File: config.mk
export PLATFORM = sky130hd
export DESIGN_NAME = eqs_device_flat
export DESIGN_NICKNAME = d
export VERILOG_FILES = /design/src/logic/eqs_pkg.sv /design/src/logic/eqs_link_if.sv /design/src/logic/eqs_device.sv /design/src/flat_wrapper.sv
export SDC_FILE = /design/constraint.sdc
export NUM_CORES = 1
export LEC_CHECK = 0
export ABC_AREA = 1
export BUFFER_PORTS_ARGS = -buffer_cell sky130_fd_sc_hd__buf_2
export CAP_MARGIN = 25
export CORE_MARGIN = 4
export CORE_UTILIZATION = 30
export CTS_BUF_LIST = sky130_fd_sc_hd__clkbuf_4 sky130_fd_sc_hd__clkbuf_8
export DETAILED_ROUTE_END_ITERATION = 16
export SETUP_SLACK_MARGIN = 0.02
export SYNTH_ARGS = -nofsm -noshare
export SYNTH_HDL_FRONTEND = slang
export SYNTH_SLANG_ARGS = --single-unit
File: constraint.sdc
create_clock -name clk_sys -period 7.5 [get_ports clk_sys]
set_input_delay 1.5 -clock clk_sys [delete_from_list [all_inputs] [get_ports clk_sys]]
set_output_delay 1.5 -clock clk_sys [all_outputs]
set_load 0.005 [all_outputs]
File: src/logic/eqs_pkg.sv
// Shared constants and types for the equalizer serial control port.
`default_nettype none

package eqs_pkg;

	// Clock period of clk_sys in nanoseconds (200 MHz).
	localparam int unsigned CLK_NS = 5;

	// Word geometry: eight bits, shifted first bit first.
	localparam int unsigned WORD_W = 8;
	localparam int unsigned CNT_W  = 4;

	// Band and gain geometry: seven bands per channel, two channels.
	localparam int unsigned NUM_BANDS = 14;
	localparam int unsigned BAND_W    = 4;
	localparam int unsigned GAIN_W    = 5;
	localparam int unsigned NUM_STEPS = 25;

	// Word field positions.
	localparam int unsigned KIND_BIT  = 7;
	localparam int unsigned RANGE_BIT = 6;
	localparam int unsigned BAND_LSB  = 0;
	localparam int unsigned GAIN_LSB  = 0;

	// Gain step that means flat; the middle of the 25 steps.
	localparam logic [GAIN_W-1:0] FLAT_STEP = 5'h0C;
	localparam logic [BAND_W-1:0] BAND_RST  = 4'h0;

	// Link timing in nanoseconds, least values.
	localparam int unsigned T_HALF_NS  = 1000;
	localparam int unsigned T_CS_NS    = 1000;
	localparam int unsigned T_STB_NS   = 1000;
	localparam int unsigned T_REC_NS   = 1000;

	// Least times round up to whole cycles.
	localparam int unsigned TMR_W = 8;
	localparam logic [TMR_W-1:0] HALF_CYC =
		TMR_W'((T_HALF_NS + CLK_NS - 1) / CLK_NS);
	localparam logic [TMR_W-1:0] CS_CYC =
		TMR_W'((T_CS_NS + CLK_NS - 1) / CLK_NS);
	localparam logic [TMR_W-1:0] STB_CYC =
		TMR_W'((T_STB_NS + CLK_NS - 1) / CLK_NS);
	localparam logic [TMR_W-1:0] REC_CYC =
		TMR_W'((T_REC_NS + CLK_NS - 1) / CLK_NS);

	// A gain step is legal when it lies within the 25 steps.
	function automatic logic gain_ok(input logic [GAIN_W-1:0] step);
		gain_ok = (32'(step) < NUM_STEPS);
	endfunction

endpackage : eqs_pkg

`default_nettype wire

File: src/logic/eqs_link_if.sv
// Three-wire link between the host end and the equalizer end.
`default_nettype none

interface eqs_link_if;

	logic shift_clk;     // Shift clock, idles low, made by the host.
	logic ser_data;      // Serial data, idles low.
	logic latch_pulse_n; // Latch strobe, idles high, pulses low.

	// The host drives all three wires.
	modport host (
		output shift_clk,
		output ser_data,
		output latch_pulse_n
	);

	// The equalizer end only listens.
	modport dev (
		input shift_clk,
		input ser_data,
		input latch_pulse_n
	);

endinterface : eqs_link_if

`default_nettype wire

File: src/logic/eqs_device.sv
// Equalizer end: receives control words and holds band and gain settings.
`default_nettype none

module eqs_device
	import eqs_pkg::*;
(
	input  wire logic                          clk_sys,
	input  wire logic                          reset,
	eqs_link_if.dev                            link,
	output logic [eqs_pkg::BAND_W-1:0]         band_sel_q,
	output logic [eqs_pkg::NUM_BANDS-1:0]
	             [eqs_pkg::GAIN_W-1:0]         band_gain_q,
	output logic [eqs_pkg::NUM_BANDS-1:0]      band_open_q,
	output logic                               range_6db_q,
	output logic [eqs_pkg::WORD_W-1:0]         last_word_q,
	output logic                               word_taken_q,
	output logic                               word_reject_q
);
	import eqs_pkg::*;

	////////////////////////////////////////////////////////////////////////
	// Pin synchronisers.
	//
	// The three link wires are the only control inputs. Each passes two
	// flops before any logic looks at it; stage 0 feeds stage 1 only.

	logic [1:0] clk_sync_q;  // Shift clock synchroniser.
	logic [1:0] dat_sync_q;  // Serial data synchroniser.
	logic [1:0] stb_sync_q;  // Latch strobe synchroniser.

	// Two-stage capture of the link wires.
	always_ff @(posedge clk_sys or posedge reset) begin
		if (reset) begin
			clk_sync_q <= 2'h0;
			dat_sync_q <= 2'h0;
			stb_sync_q <= 2'h3;
		end else begin
			clk_sync_q <= {clk_sync_q[0], link.shift_clk};
			dat_sync_q <= {dat_sync_q[0], link.ser_data};
			stb_sync_q <= {stb_sync_q[0], link.latch_pulse_n};
		end
	end

	////////////////////////////////////////////////////////////////////////
	// Edge detection on the synchronised wires.

	logic clk_prev_q;  // Shift clock one cycle ago.
	logic stb_prev_q;  // Strobe one cycle ago.
	logic clk_rise;    // Shift clock went high.
	logic stb_done;    // Strobe returned high, ending the pulse.

	// Previous values; the strobe idles high so it resets high.
	always_ff @(posedge clk_sys or posedge reset) begin
		if (reset) begin
			clk_prev_q <= 1'b0;
			stb_prev_q <= 1'b1;
		end else begin
			clk_prev_q <= clk_sync_q[1];
			stb_prev_q <= stb_sync_q[1];
		end
	end

	assign clk_rise = clk_sync_q[1] & ~clk_prev_q;
	// The transfer waits for the rising end of the strobe, so a
	// pulse that is cut short still ends with one clean transfer.
	assign stb_done = stb_sync_q[1] & ~stb_prev_q;

	////////////////////////////////////////////////////////////////////////
	// Serial shift register.
	//
	// A new bit enters at the top and moves down, so after eight edges
	// the first bit sent sits at bit 0 of the word.

	logic [WORD_W-1:0] shift_q;  // Bits gathered so far.
	logic [CNT_W-1:0]  count_q;  // Rising edges since the last strobe.

	// Shift on every rising edge of the shift clock.
	always_ff @(posedge clk_sys or posedge reset) begin
		if (reset) begin
			shift_q <= '0;
		end else if (clk_rise) begin
			shift_q <= {dat_sync_q[1], shift_q[WORD_W-1:1]};
		end
	end

	// Edge count; saturates so a long burst cannot wrap to eight.
	always_ff @(posedge clk_sys or posedge reset) begin
		if (reset) begin
			count_q <= '0;
		end else if (stb_done) begin
			count_q <= '0;
		end else if (clk_rise && count_q != '1) begin
			count_q <= count_q + CNT_W'(1);
		end
	end

	////////////////////////////////////////////////////////////////////////
	// Word decode.
	//
	// Bit 7 set marks a band-select word: bits 3..0 name the band and
	// bit 6 picks the range. Bit 7 clear marks a gain word: bits 4..0
	// give the step for the band last selected.

	logic              is_band;   // Word selects a band.
	logic [BAND_W-1:0] band_idx;  // Band named by a band word.
	logic [GAIN_W-1:0] gain_step; // Step carried by a gain word.
	logic              band_ok;   // Band index is in range.
	logic              step_ok;   // Gain step is in range.
	logic              full_word; // Exactly eight bits arrived.
	logic              accept;    // Strobe carries a usable word.

	assign is_band   = shift_q[KIND_BIT];
	assign band_idx  = shift_q[BAND_LSB +: BAND_W];
	assign gain_step = shift_q[GAIN_LSB +: GAIN_W];
	assign band_ok   = (32'(band_idx) < NUM_BANDS);
	assign step_ok   = gain_ok(gain_step);
	assign full_word = (32'(count_q) == WORD_W);
	// A word with the wrong bit count or an out-of-range field is
	// dropped whole, so a glitch on the clock cannot corrupt a band.
	assign accept = full_word && (is_band ? band_ok : step_ok);

	////////////////////////////////////////////////////////////////////////
	// Band select and range.
	//
	// A gain word lands on the band chosen by the last accepted band word, or on
	// band BAND_RST before any; the host is expected to send them in that order.

	// Band select and range switch, loaded only on the strobe.
	always_ff @(posedge clk_sys or posedge reset) begin
		if (reset) begin
			band_sel_q  <= BAND_RST;
			range_6db_q <= 1'b0;
		end else if (stb_done && accept && is_band) begin
			band_sel_q  <= band_idx;
			range_6db_q <= shift_q[RANGE_BIT];
		end
	end

	////////////////////////////////////////////////////////////////////////
	// Gain settings and switch state per band.
	//
	// band_open_q high means every switch of that band is open, so
	// the resonator is cut off the resistor network. It is computed
	// here in the flop, not from the gain, to keep outputs registered.

	// Gain and switch state, loaded only on the strobe.
	always_ff @(posedge clk_sys or posedge reset) begin
		if (reset) begin
			for (int b = 0; b < NUM_BANDS; b++) begin
				band_gain_q[b] <= FLAT_STEP;
				band_open_q[b] <= 1'b1;
			end
		end else if (stb_done && accept && !is_band) begin
			band_gain_q[band_sel_q] <= gain_step;
			band_open_q[band_sel_q] <= (gain_step == FLAT_STEP);
		end
	end

	////////////////////////////////////////////////////////////////////////
	// Status outputs.
	//
	// last_word_q shows every strobed word, good or not, which helps
	// when debugging a host with a bad bit order.

	// Strobe result flags are one-cycle pulses.
	always_ff @(posedge clk_sys or posedge reset) begin
		if (reset) begin
			last_word_q   <= '0;
			word_taken_q  <= 1'b0;
			word_reject_q <= 1'b0;
		end else begin
			word_taken_q  <= stb_done && accept;
			word_reject_q <= stb_done && !accept;
			if (stb_done) begin
				last_word_q <= shift_q;
			end
		end
	end

	// Clock edges during a strobe are not guarded against: the host
	// keeps clock and data quiet then, and the count check rejects a
	// word that picked up stray edges.

endmodule : eqs_device

`default_nettype wire

File: src/flat_wrapper.sv
// flat-port wrapper written by rule: the top's interface ports become plain ports
module eqs_device_flat import eqs_pkg::*;
  (clk_sys, reset, band_sel_q, band_gain_q, band_open_q, range_6db_q, last_word_q, word_taken_q, word_reject_q, link_shift_clk, link_ser_data, link_latch_pulse_n);
  eqs_link_if link_i ();
  input  wire logic clk_sys;
  input  wire logic reset;
  output logic [eqs_pkg::BAND_W-1:0] band_sel_q;
  output logic [eqs_pkg::NUM_BANDS-1:0]
	             [eqs_pkg::GAIN_W-1:0] band_gain_q;
  output logic [eqs_pkg::NUM_BANDS-1:0] band_open_q;
  output logic range_6db_q;
  output logic [eqs_pkg::WORD_W-1:0] last_word_q;
  output logic word_taken_q;
  output logic word_reject_q;
  input wire logic [$bits(link_i.shift_clk)-1:0] link_shift_clk;
  input wire logic [$bits(link_i.ser_data)-1:0] link_ser_data;
  input wire logic [$bits(link_i.latch_pulse_n)-1:0] link_latch_pulse_n;
  assign link_i.shift_clk = link_shift_clk;
  assign link_i.ser_data = link_ser_data;
  assign link_i.latch_pulse_n = link_latch_pulse_n;
  eqs_device u_core (.clk_sys(clk_sys), .reset(reset), .link(link_i), .band_sel_q(band_sel_q), .band_gain_q(band_gain_q), .band_open_q(band_open_q), .range_6db_q(range_6db_q), .last_word_q(last_word_q), .word_taken_q(word_taken_q), .word_reject_q(word_reject_q));
endmodule
* After elaboration in Yosys (flattened, before gate mapping)
Cells that the tools add are included.
** Word-level totals
- Output and inout bits :: 99
- Logic and storage cells :: 58
- Memory bits (writable) :: 0
- Input port bits :: 5
- Memories :: 0
- Memory bits (read-only) :: 0
- Register bits :: 119
- Bits in latches :: 0
** Cells by class
- Order comparisons :: 4
- Add/sub/neg operators :: 1
- Muxes and demuxes :: 9
- Bitwise gates (word level) :: 4
- Shift-type cells :: 0
- Equality and inequality tests :: 3
- Multipliers :: 0
- Reduce and logical (&&, ||, !) cells :: 10
- Divide/modulo/power cells :: 0
** Operator list (number)
- 70-bit bitwise mux :: 1
- 5-bit demux with 4-bit select :: 1
- 14-bit bitwise mux :: 1
- 4-bit 2-to-1 mux :: 2
- 1-bit logical AND :: 7
- 5-bit by 4-bit == test with 1-bit output, second input constant :: 1
- 4-bit by 5-bit < comparator with 1-bit output, second input constant :: 1
- 5-bit < comparator, second input constant :: 1
- 5-bit 2-to-1 mux :: 1
- 4-bit by 1-bit adder with 4-bit output, second input constant :: 1
- 1-bit demux with 4-bit select :: 1
- 4-bit == test, second input constant :: 1
- 4-bit by 1-bit greater-or-equal comparator with 1-bit output, second input constant :: 1
- 4-bit < comparator, second input constant :: 1
- 4-bit != test, second input constant :: 1
- 1-bit AND :: 2
- 1-bit logical NOT :: 2
- 1-bit 2-to-1 mux :: 2
- 1-bit inverter :: 2
- 2-bit nonzero test :: 1

* Longest topological paths before layout
Gate-level depths: netlist of the first run.
- Depth after elaboration :: 5
- Gate-level depth with buffers :: 9
- Mapped depth without buffers :: 8

* Worst setup path before layout of the first run
Ideal clock, no wire load.
- Kind :: flip-flop to output port
- Start :: register u_core.band_gain_q[12] (netlist bit)
- End :: output band_gain_q[12] (netlist bit)
- Data arrival time :: 510 ps
- Data required time :: 6000 ps
- Cell stages (with the launch flop) :: 1
- Path buffers :: 0
- Slack :: 5490 ps
- Path through :: dfstp_2
** RTL lines
- start, declared :: RTL line eqs_device.sv:12 : [eqs_pkg::GAIN_W-1:0] band_gain_q,
- start signal, assigned by index :: RTL line eqs_device.sv:154 : band_gain_q[band_sel_q] <= gain_step;
- end, declared :: RTL line flat_wrapper.sv:9 : [eqs_pkg::GAIN_W-1:0] band_gain_q;
No word-level cell between the ends.

* Worst setup path after layout of the first run
- Start :: register u_core.shift_q[2]
- End :: register u_core.band_gain_q[14] (netlist bit)
** Between the ends
- Cells in the longest elaborated chain, start to end :: 5
- Elaborated cells between the ends (all ways) :: 6
- Classes of those cells :: order compare (2); mux (1); reduce/logical (3)
** Ends and longest elaborated chain
- start, declared :: RTL line eqs_device.sv:74 : logic [WORD_W-1:0] shift_q;
- start signal, assigned :: RTL line eqs_device.sv:82 : shift_q <= {dat_sync_q[1], shift_q[WORD_W-1:1]};
- 5-bit < comparator / 4-bit < comparator (equally long branches) :: RTL line eqs_pkg.sv:48, eqs_device.sv:115
- 1-bit 2-to-1 mux (*) :: RTL line eqs_device.sv:120 : assign accept = full_word && (is_band ? band_ok : step_ok);
- 1-bit logical AND (*) :: RTL line eqs_device.sv:120
- 1-bit logical AND (*) (2 in a row) :: RTL line eqs_device.sv:153 : end else if (stb_done && accept && !is_band) begin
Every way passes the cells marked *; elsewhere a longest branch is shown, timed or not.
A chain may end at the register's enable or synchronous reset.

==> qor.yml, run 1 <==
synthesis:
  synthTopCellsByArea: "dfrtp_1, dfstp_2, nand2_1"
  ys_ff_latch: 119
  synth_flop_cell: "dfrtp_1"
  netlist_instances: 613
  synth_edf_count: 0
  synth.avg_cell_area_um2: 8.86
  ys.warnings.count: 0
  syn-cell-area_um2: 5430
  synth_cell_type_count: 21
  async_flop_share: 1.00
  yosysSeqAreaShare: 0.558
  yosys.area.top_type: "dfrtp_1"
  synth_nets: 620
  yosysTopAreaCellShare: 0.341
clock_network:
  clk_pin_slew_ps: 70
  cts_resized: 0
  tritoncts: "built"
  cts_root_buf: "clkbuf_8"
  clock_latency_ps: 440
  cts_buffers: 17
  htree_levels: 4
  ctsHoldBuffers: 0
  cts_setup_buffers: 0
  ctsLongestPathBuffers: 2
  cts_sinks: 119
route:
  vias_per_cell: 4.22
  dr.pass1.iters: 5
  drc_errors: 0
  vias: 4010
  drt_iter0_drc: 211
  wirelength_mm: 13.6
  wl_per_cell_um: 14.3
  drtAntennaViolNets: 0
sta:
  period_needed_ps: 2950
  drv_slew: 0
  max_freq_mhz: 339
  tightestPinTransition_ps: 1070
  hold_slack_ps: 358
  relSlewSlack: 0.282
  skew_ps: 15.8
  finalCritPeriodShare: 0.393
  rsz0062_at_grt: "false"
  setup_violations: 0
  setup-tns-final_ps: 0
  hold_viol_final: 0
setup_path:
  r2r_end: "u_core.band_gain_q[14]"
  critPathKind: "reg2reg"
  r2r-start: "u_core.shift_q[2]"
  crit_arrival_ps: 3260
  cp-end-kind: "register"
  worstRegToRegCells: 8
  startpoint_type: "register"
  rrSetupSlack_ps: 4550
  crit_required_ps: 7810
  cp_max_fo: 50
power_and_ir_drop:
  p_leak_uw: 0.00326
  vdd_drop_max_mv: 0.138
  power_uw: 1440
  p_per_area_nw_per_um2: 219
final_layout:
  synthToLayoutAreaGrowth_pct: 21.1
  postLayoutCellArea_um2: 6580
  nets: 720
  n_antenna_cell: 0
  layout-drive-gt1-share: 0.275
run:
  maxCapViolCount: 0
global_routing:
  grt-busiest-layer: "met2"
  grt_pass1_vias: 3964
  grt_remaining_overflow: 0
  grt_max_degree: 74
  grt_first_pass_wirelength_mm: 21.8
  grtUsageMet2: 0.214
  grt_usage: 0.139
  use_met1: 0.190
  use_met3: 0.0457
  antenna_found_initial: 0
place:
  place_area_um2: 6130
  dp_hpwl_mm: 8.99
  routabilityCongestion: 0.720
  port_buffers: 103
floorplanning:
  ios: 104
  coreArea_um2: 17500
  dieArea_um2: 20300
  die_h_um: 143
  rows: 48
  die_x_um: 143
  start_util: 0.310
worst_hold_path:
  min_to: "u_core.stb_sync_q[1]"
  hp-start: "u_core.stb_sync_q[0]"
  hold_depth: 0
  hold_path_class: "reg2reg"
status:
  outcome: "complete, no violations"
[report_power, final]
group,total [µW],internal [µW],switching (µW)
clock,651,373,277
sequential,721,667,53.4
combinational,69.2,22.2,47.0
total,1440,1060,378
[layout make-up]
class / instances / area (µm²)
flip-flops and latches: 119 / 3030
well taps: 225 / 282
clock buffers: 18 / 248
repair buffers: 105 / 531
multi-input cells: 364 / 1890
clock inverters: 14 / 199
fillers: 1817 / 11000
inverters: 106 / 400
[worst max path at each step]
stage,from,endpoint,slack [ps],depth (start not counted)
2_1_floorplan,reset,u_core.band_gain_q[0],2920,1
3_3_place_gp,reset,u_core.band_gain_q[61],4490,3
3_5_place_dp,reset,u_core.count_q[0],4460,3
4_1_cts,u_core.shift_q[2],u_core.band_gain_q[1],4540,8
5_1_grt,u_core.shift_q[2],u_core.band_gain_q[4],4260,8
6_report,u_core.shift_q[2],u_core.band_gain_q[14],4550,8
[synthesized netlist by cell type, types with 2 or more instances]
master / n
inv_1: 105
dfstp_2: 45
nor2_1: 15
nor2_4: 14
o21bai_1: 84
buf_1: 8
nand2_1: 209
a21oi_1: 3
clkbuf_1: 7
buf_2: 5
dfrtp_1: 74
nor3_1: 2
o21ai_0: 25
ha_1: 2
nand3_1: 7
buf_6: 3
[per-layer routing]
metal  wire length, µm  part of all wire
met1              6340              0.47
met2              6270              0.46
met3               832             0.061
met4               119            0.0088
met5                 0                 0
[worst max-delay path, stage by stage (launching register included)]
cell and delay [ps]:
dfrtp_1 840, clkinv_1 280, nand2_1 150, nand2_2 90, nand4_4 520, buf_4 650, nor2_4 90, nand2_1 80
nand2_1 70
[cell families (layout without fill, tap and decap cells)]
group                    count (synthesis)  count (layout)  synth area share
AND/OR/NAND/NOR                        250             250             0.199
buffers and inverters                  130             243            0.0958
flip-flops                             119             119             0.558
AO/OA/AOI/OAI                          112             112             0.142
adder cells (fa/ha/maj)                  2               2           0.00460
[state kept, by name, summed over array words and instances, names as in the netlist]
name and flops:
u_core.band_sel_q 4, u_core.last_word_q 8, u_core.stb_sync_q 2, u_core.range_6db_q 1, u_core.clk_prev_q 1, u_core.clk_sync_q 2, u_core.band_open_q 14, u_core.band_gain_q 70
u_core.shift_q 8, u_core.stb_prev_q 1, u_core.count_q 4, u_core.word_taken_q 1, u_core.word_reject_q 1, u_core.dat_sync_q 2
[stage by stage]
step / setup WS, ps / utilization / std cells
6_report: 4550 / 0.375 / 951
3_3_place_gp: 4490 / 0.350 / 919
5_1_grt: 4260 / 0.375 / 951
4_1_cts: 4540 / 0.375 / 951
2_1_floorplan: 2920 / - / 613
3_5_place_dp: 4460 / 0.350 / 919
[cells in the final DEF, fill, tap and decap left out]
cell type / synthesis / final
o21bai_1: 84 / 84
nand4_4: 1 / 1
inv_6: 0 / 2
inv_4: 0 / 1
nand2_1: 209 / 209
clkinvlp_4: 0 / 4
clkbuf_8: 0 / 18
clkinv_2: 0 / 1
a21oi_1: 3 / 3
nor3_1: 2 / 2
o21ai_0: 25 / 25
ha_1: 2 / 2
buf_4: 1 / 2
nor4_4: 0 / 1
inv_1: 105 / 104
nand3_1: 7 / 7
clkinv_1: 1 / 1
buf_2: 5 / 103
dfrtp_1: 74 / 74
dfstp_2: 45 / 45
clkinv_4: 0 / 3
bufinv_16: 0 / 4
nor2_4: 14 / 14
nor2_1: 15 / 15
nand2_2: 1 / 1
Note: power is estimated with default switching activity, not from simulation.
==> inputs of run 2 (changes only) <==
--- a/config.mk
+++ b/config.mk
@@ -5,7 +5,7 @@
 export SDC_FILE = /design/constraint.sdc
 export NUM_CORES = 1
 export LEC_CHECK = 0
-export ABC_AREA = 1
+export ABC_AREA = 0
 export BUFFER_PORTS_ARGS = -buffer_cell sky130_fd_sc_hd__buf_2
 export CAP_MARGIN = 25
 export CORE_MARGIN = 4
==> constraint.sdc (replaced) <==
create_clock -name clk_sys -period 2.55 [get_ports clk_sys]
set_input_delay 0.51 -clock clk_sys [delete_from_list [all_inputs] [get_ports clk_sys]]
set_output_delay 0.51 -clock clk_sys [all_outputs]
set_load 0.005 [all_outputs]
==> qor.yml, run 2 <==
final_layout:
  regMostFlops: "u_core.band_gain_q"  # unchanged
  synthToLayoutAreaGrowth_pct: 27.3  # was 21.1%
  final_common_cell: "mux2_2"  # was nand2_1
  n_antenna_cell: 0  # unchanged
  final-instance-count-excl-fill: 643  # was 951
  layout-drive-gt1-share: 0.736  # was 0.275
  largestRegisters: "u_core.band_gain_q (70), u_core.band_open_q (14)"  # unchanged
  nFillCells: 1483  # was 1,817
  final_cell_mix: "mux2_2, buf_2, dfrtp_1"  # was nand2_1, inv_1, buf_2
  nets: 426  # was 720
  largest_reg_flops: 70  # unchanged
worst_hold_path:
  hold_path_class: "in2reg"  # was reg2reg
synthesis:
  synth_nets: 306  # was 620
  ys.warnings.count: 0  # unchanged
  yosysMostFrequentCell: "mux2_2"  # was nand2_1
  syn-cell-area_um2: 4750  # was 5430 µm²
  synth.avg_cell_area_um2: 15.9  # was 8.86 µm²
  synth_cell_type_count: 35  # was 21
  ys_ff_latch: 119  # unchanged
  synthTopCellsByArea: "dfrtp_1, dfstp_2, mux2_2"  # was dfrtp_1, dfstp_2, nand2_1
  netlist_instances: 299  # was 613
  synth_flop_cell: "dfrtp_1"  # unchanged
  yosys.area.top_type: "dfrtp_1"  # unchanged
  netlist_top_cells_count: "mux2_2, dfrtp_1, dfstp_2, nor2_2"  # was nand2_1, inv_1, o21bai_1, dfrtp_1, dfstp_2
  synth_edf_count: 0  # unchanged
  yosysSeqAreaShare: 0.639  # was 0.558
  yosysTopAreaCellShare: 0.390  # was 0.341
  async_flop_share: 1.00  # unchanged
route:
  vias: 2870  # was 4,010
  wl_per_cell_um: 17.1  # was 14.3 µm
  vias_per_cell: 4.46  # was 4.22
  drt_iter0_drc: 57  # was 211
  drc_errors: 0  # unchanged
  drtAntennaViolNets: 0  # unchanged
  dr.pass1.iters: 5  # unchanged
  wirelength_mm: 11.0  # was 13.6 mm
sta:
  setup-tns-final_ps: 0  # unchanged
  drv_slew: 0  # unchanged
  hold_viol_final: 0  # unchanged
  rsz0062_at_grt: "false"  # unchanged
  relSlewSlack: 0.561  # was 0.282
  skew_ps: 9.20  # was 15.8 ps
  setup_violations: 0  # unchanged
  finalCritPeriodShare: 0.875  # was 0.393
  max_freq_mhz: 448  # was 339 MHz
  tightestPinTransition_ps: 659  # was 1070 ps
  period_needed_ps: 2230  # was 2950 ps
power_and_ir_drop:
  p_leak_uw: 0.00299  # was 0.00326 µW
  vdd_drop_max_mv: 0.524  # was 0.138 mV
  p_per_area_nw_per_um2: 786  # was 219 nW/µm²
run:
  maxCapViolCount: 0  # unchanged
setup_path:
  startpoint_type: "register"  # unchanged
  worstRegToRegCells: 6  # was 8
  crit_path_end: "u_core.band_gain_q[6]"  # was u_core.band_gain_q[14]
  cp_max_fo: 6  # was 50
  worstSetupStartpoint: "u_core.count_q[0]"  # was u_core.shift_q[2]
  crit_required_ps: 2870  # was 7810 ps
  cp-end-kind: "register"  # unchanged
  crit_arrival_ps: 2550  # was 3260 ps
  rrSetupSlack_ps: 320  # was 4550 ps
  r2r-start: "u_core.count_q[0]"  # was u_core.shift_q[2]
  r2r_end: "u_core.band_gain_q[6]"  # was u_core.band_gain_q[14]
  critPathKind: "reg2reg"  # unchanged
global_routing:
  grt_max_degree: 120  # was 74
  grt_usage: 0.127  # was 0.139
  grt_remaining_overflow: 0  # unchanged
  grt_first_pass_wirelength_mm: 17.1  # was 21.8 mm
  grt_pass1_vias: 2983  # was 3,964
  antenna_found_initial: 0  # unchanged
clock_network:
  cts_sinks: 119  # unchanged
  cts_root_buf: "clkbuf_8"  # unchanged
  clk_pin_slew_ps: 70  # about the same
  tritoncts: "built"  # unchanged
  cts_buffers: 17  # unchanged
  cts_setup_buffers: 0  # unchanged
  ctsLongestPathBuffers: 2  # unchanged
  cts_resized: 0  # unchanged
  ctsHoldBuffers: 0  # unchanged
  clock_latency_ps: 430  # was 440 ps
  htree_levels: 4  # unchanged
place:
  dp_hpwl_mm: 7.58  # was 8.99 mm
  port_buffers: 103  # unchanged
  dpl.cell_count: 611  # was 919
  routabilityCongestion: 0.834  # was 0.720
floorplanning:
  die_h_um: 134  # was 143 µm
  ios: 104  # unchanged
  rows: 45  # was 48
  start_util: 0.309  # was 0.310
  coreArea_um2: 15400  # was 17,500 µm²
  die_x_um: 134  # was 143 µm
  dieArea_um2: 17900  # was 20,300 µm²
status:
  outcome: "complete, no violations"  # unchanged
-- run 2: cell count changes after synthesis, moves of 4 or more --
cell,delta
nand2_1,-206
mux2_2,+104
inv_1,-101
o21bai_1,-84
o21ai_0,-25
nor2_4,-14
nor2_1,-11
nor2_2,+8
nor2b_1,+6
nand3_1,-4
nor4_4,+4
-- run 2: worst max-delay path, stage by stage (launching register included) --
cell	delay, ps
dfrtp_1	420
inv_1	70
ha_1	120
nor2b_1	340
o21ai_2	260
nor4_4	500
mux2_2	400
-- run 2: power by group --
group | switching (µW) | internal [µW]
sequential | 99.3 | 2010
clock | 760 | 1200
combinational | 455 | 231
total | 1310 | 3440
-- run 2: worst min-delay path by stage --
stage / cells after the start / endpoint / from / slack [ps]
6_report: 1 / u_core.stb_sync_q[0] / link_latch_pulse_n / 170
5_1_grt: 1 / u_core.stb_sync_q[0] / link_latch_pulse_n / 130
4_1_cts: 1 / u_core.stb_sync_q[0] / link_latch_pulse_n / 130
3_5_place_dp: 0 / u_core.clk_sync_q[1] / u_core.clk_sync_q[0] / 350
3_3_place_gp: 0 / u_core.dat_sync_q[1] / u_core.dat_sync_q[0] / 340
2_1_floorplan: 0 / u_core.clk_sync_q[1] / u_core.clk_sync_q[0] / 330
-- run 2: layer usage --
layer / track usage / wire (µm)
met5: 0 / 0
met4: 0.0411 / 93
met3: 0.0536 / 820
met2: 0.193 / 5130
met1: 0.166 / 4940
-- run 2: cell families (layout without fill, tap and decap cells) --
| logic type | Yosys count | in the layout | synth area share |
|---|---|---|---|
| XOR/XNOR | 3 | 3 | 0.00553 |
| AO/OA/AOI/OAI | 8 | 8 | 0.0113 |
| flip-flops | 119 | 119 | 0.639 |
| AND/OR/NAND/NOR | 43 | 43 | 0.0743 |
| adder cells (fa/ha/maj) | 2 | 2 | 0.00527 |
| multiplexers | 105 | 105 | 0.249 |
| buffers and inverters | 19 | 152 | 0.0161 |
-- run 2: final cells by class --
class | count | area [µm²] | area share
Inverter | 4 | 18.8 | 0.00310
Tap cell | 211 | 264 | 0.0437
Clock inverter | 13 | 201 | 0.0333
Clock buffer | 19 | 255 | 0.0422
Timing Repair Buffer | 116 | 626 | 0.103
Multi-Input combinational cell | 161 | 1650 | 0.272
Sequential cell | 119 | 3030 | 0.502
-- run 2: metrics by stage --
step                       util  setup WS [ps]  hold slack, ps  total power, µW  area [µm²]
final                     0.393            318             171             4750        6050
after global routing      0.393            160             130             5000        6050
after CTS                 0.393            321             129             4850        6050
after detailed placement  0.364            341             345             2860        5590
after global placement    0.364            392             336             2850        5590
after floorplan               -            584             331             2500        4750
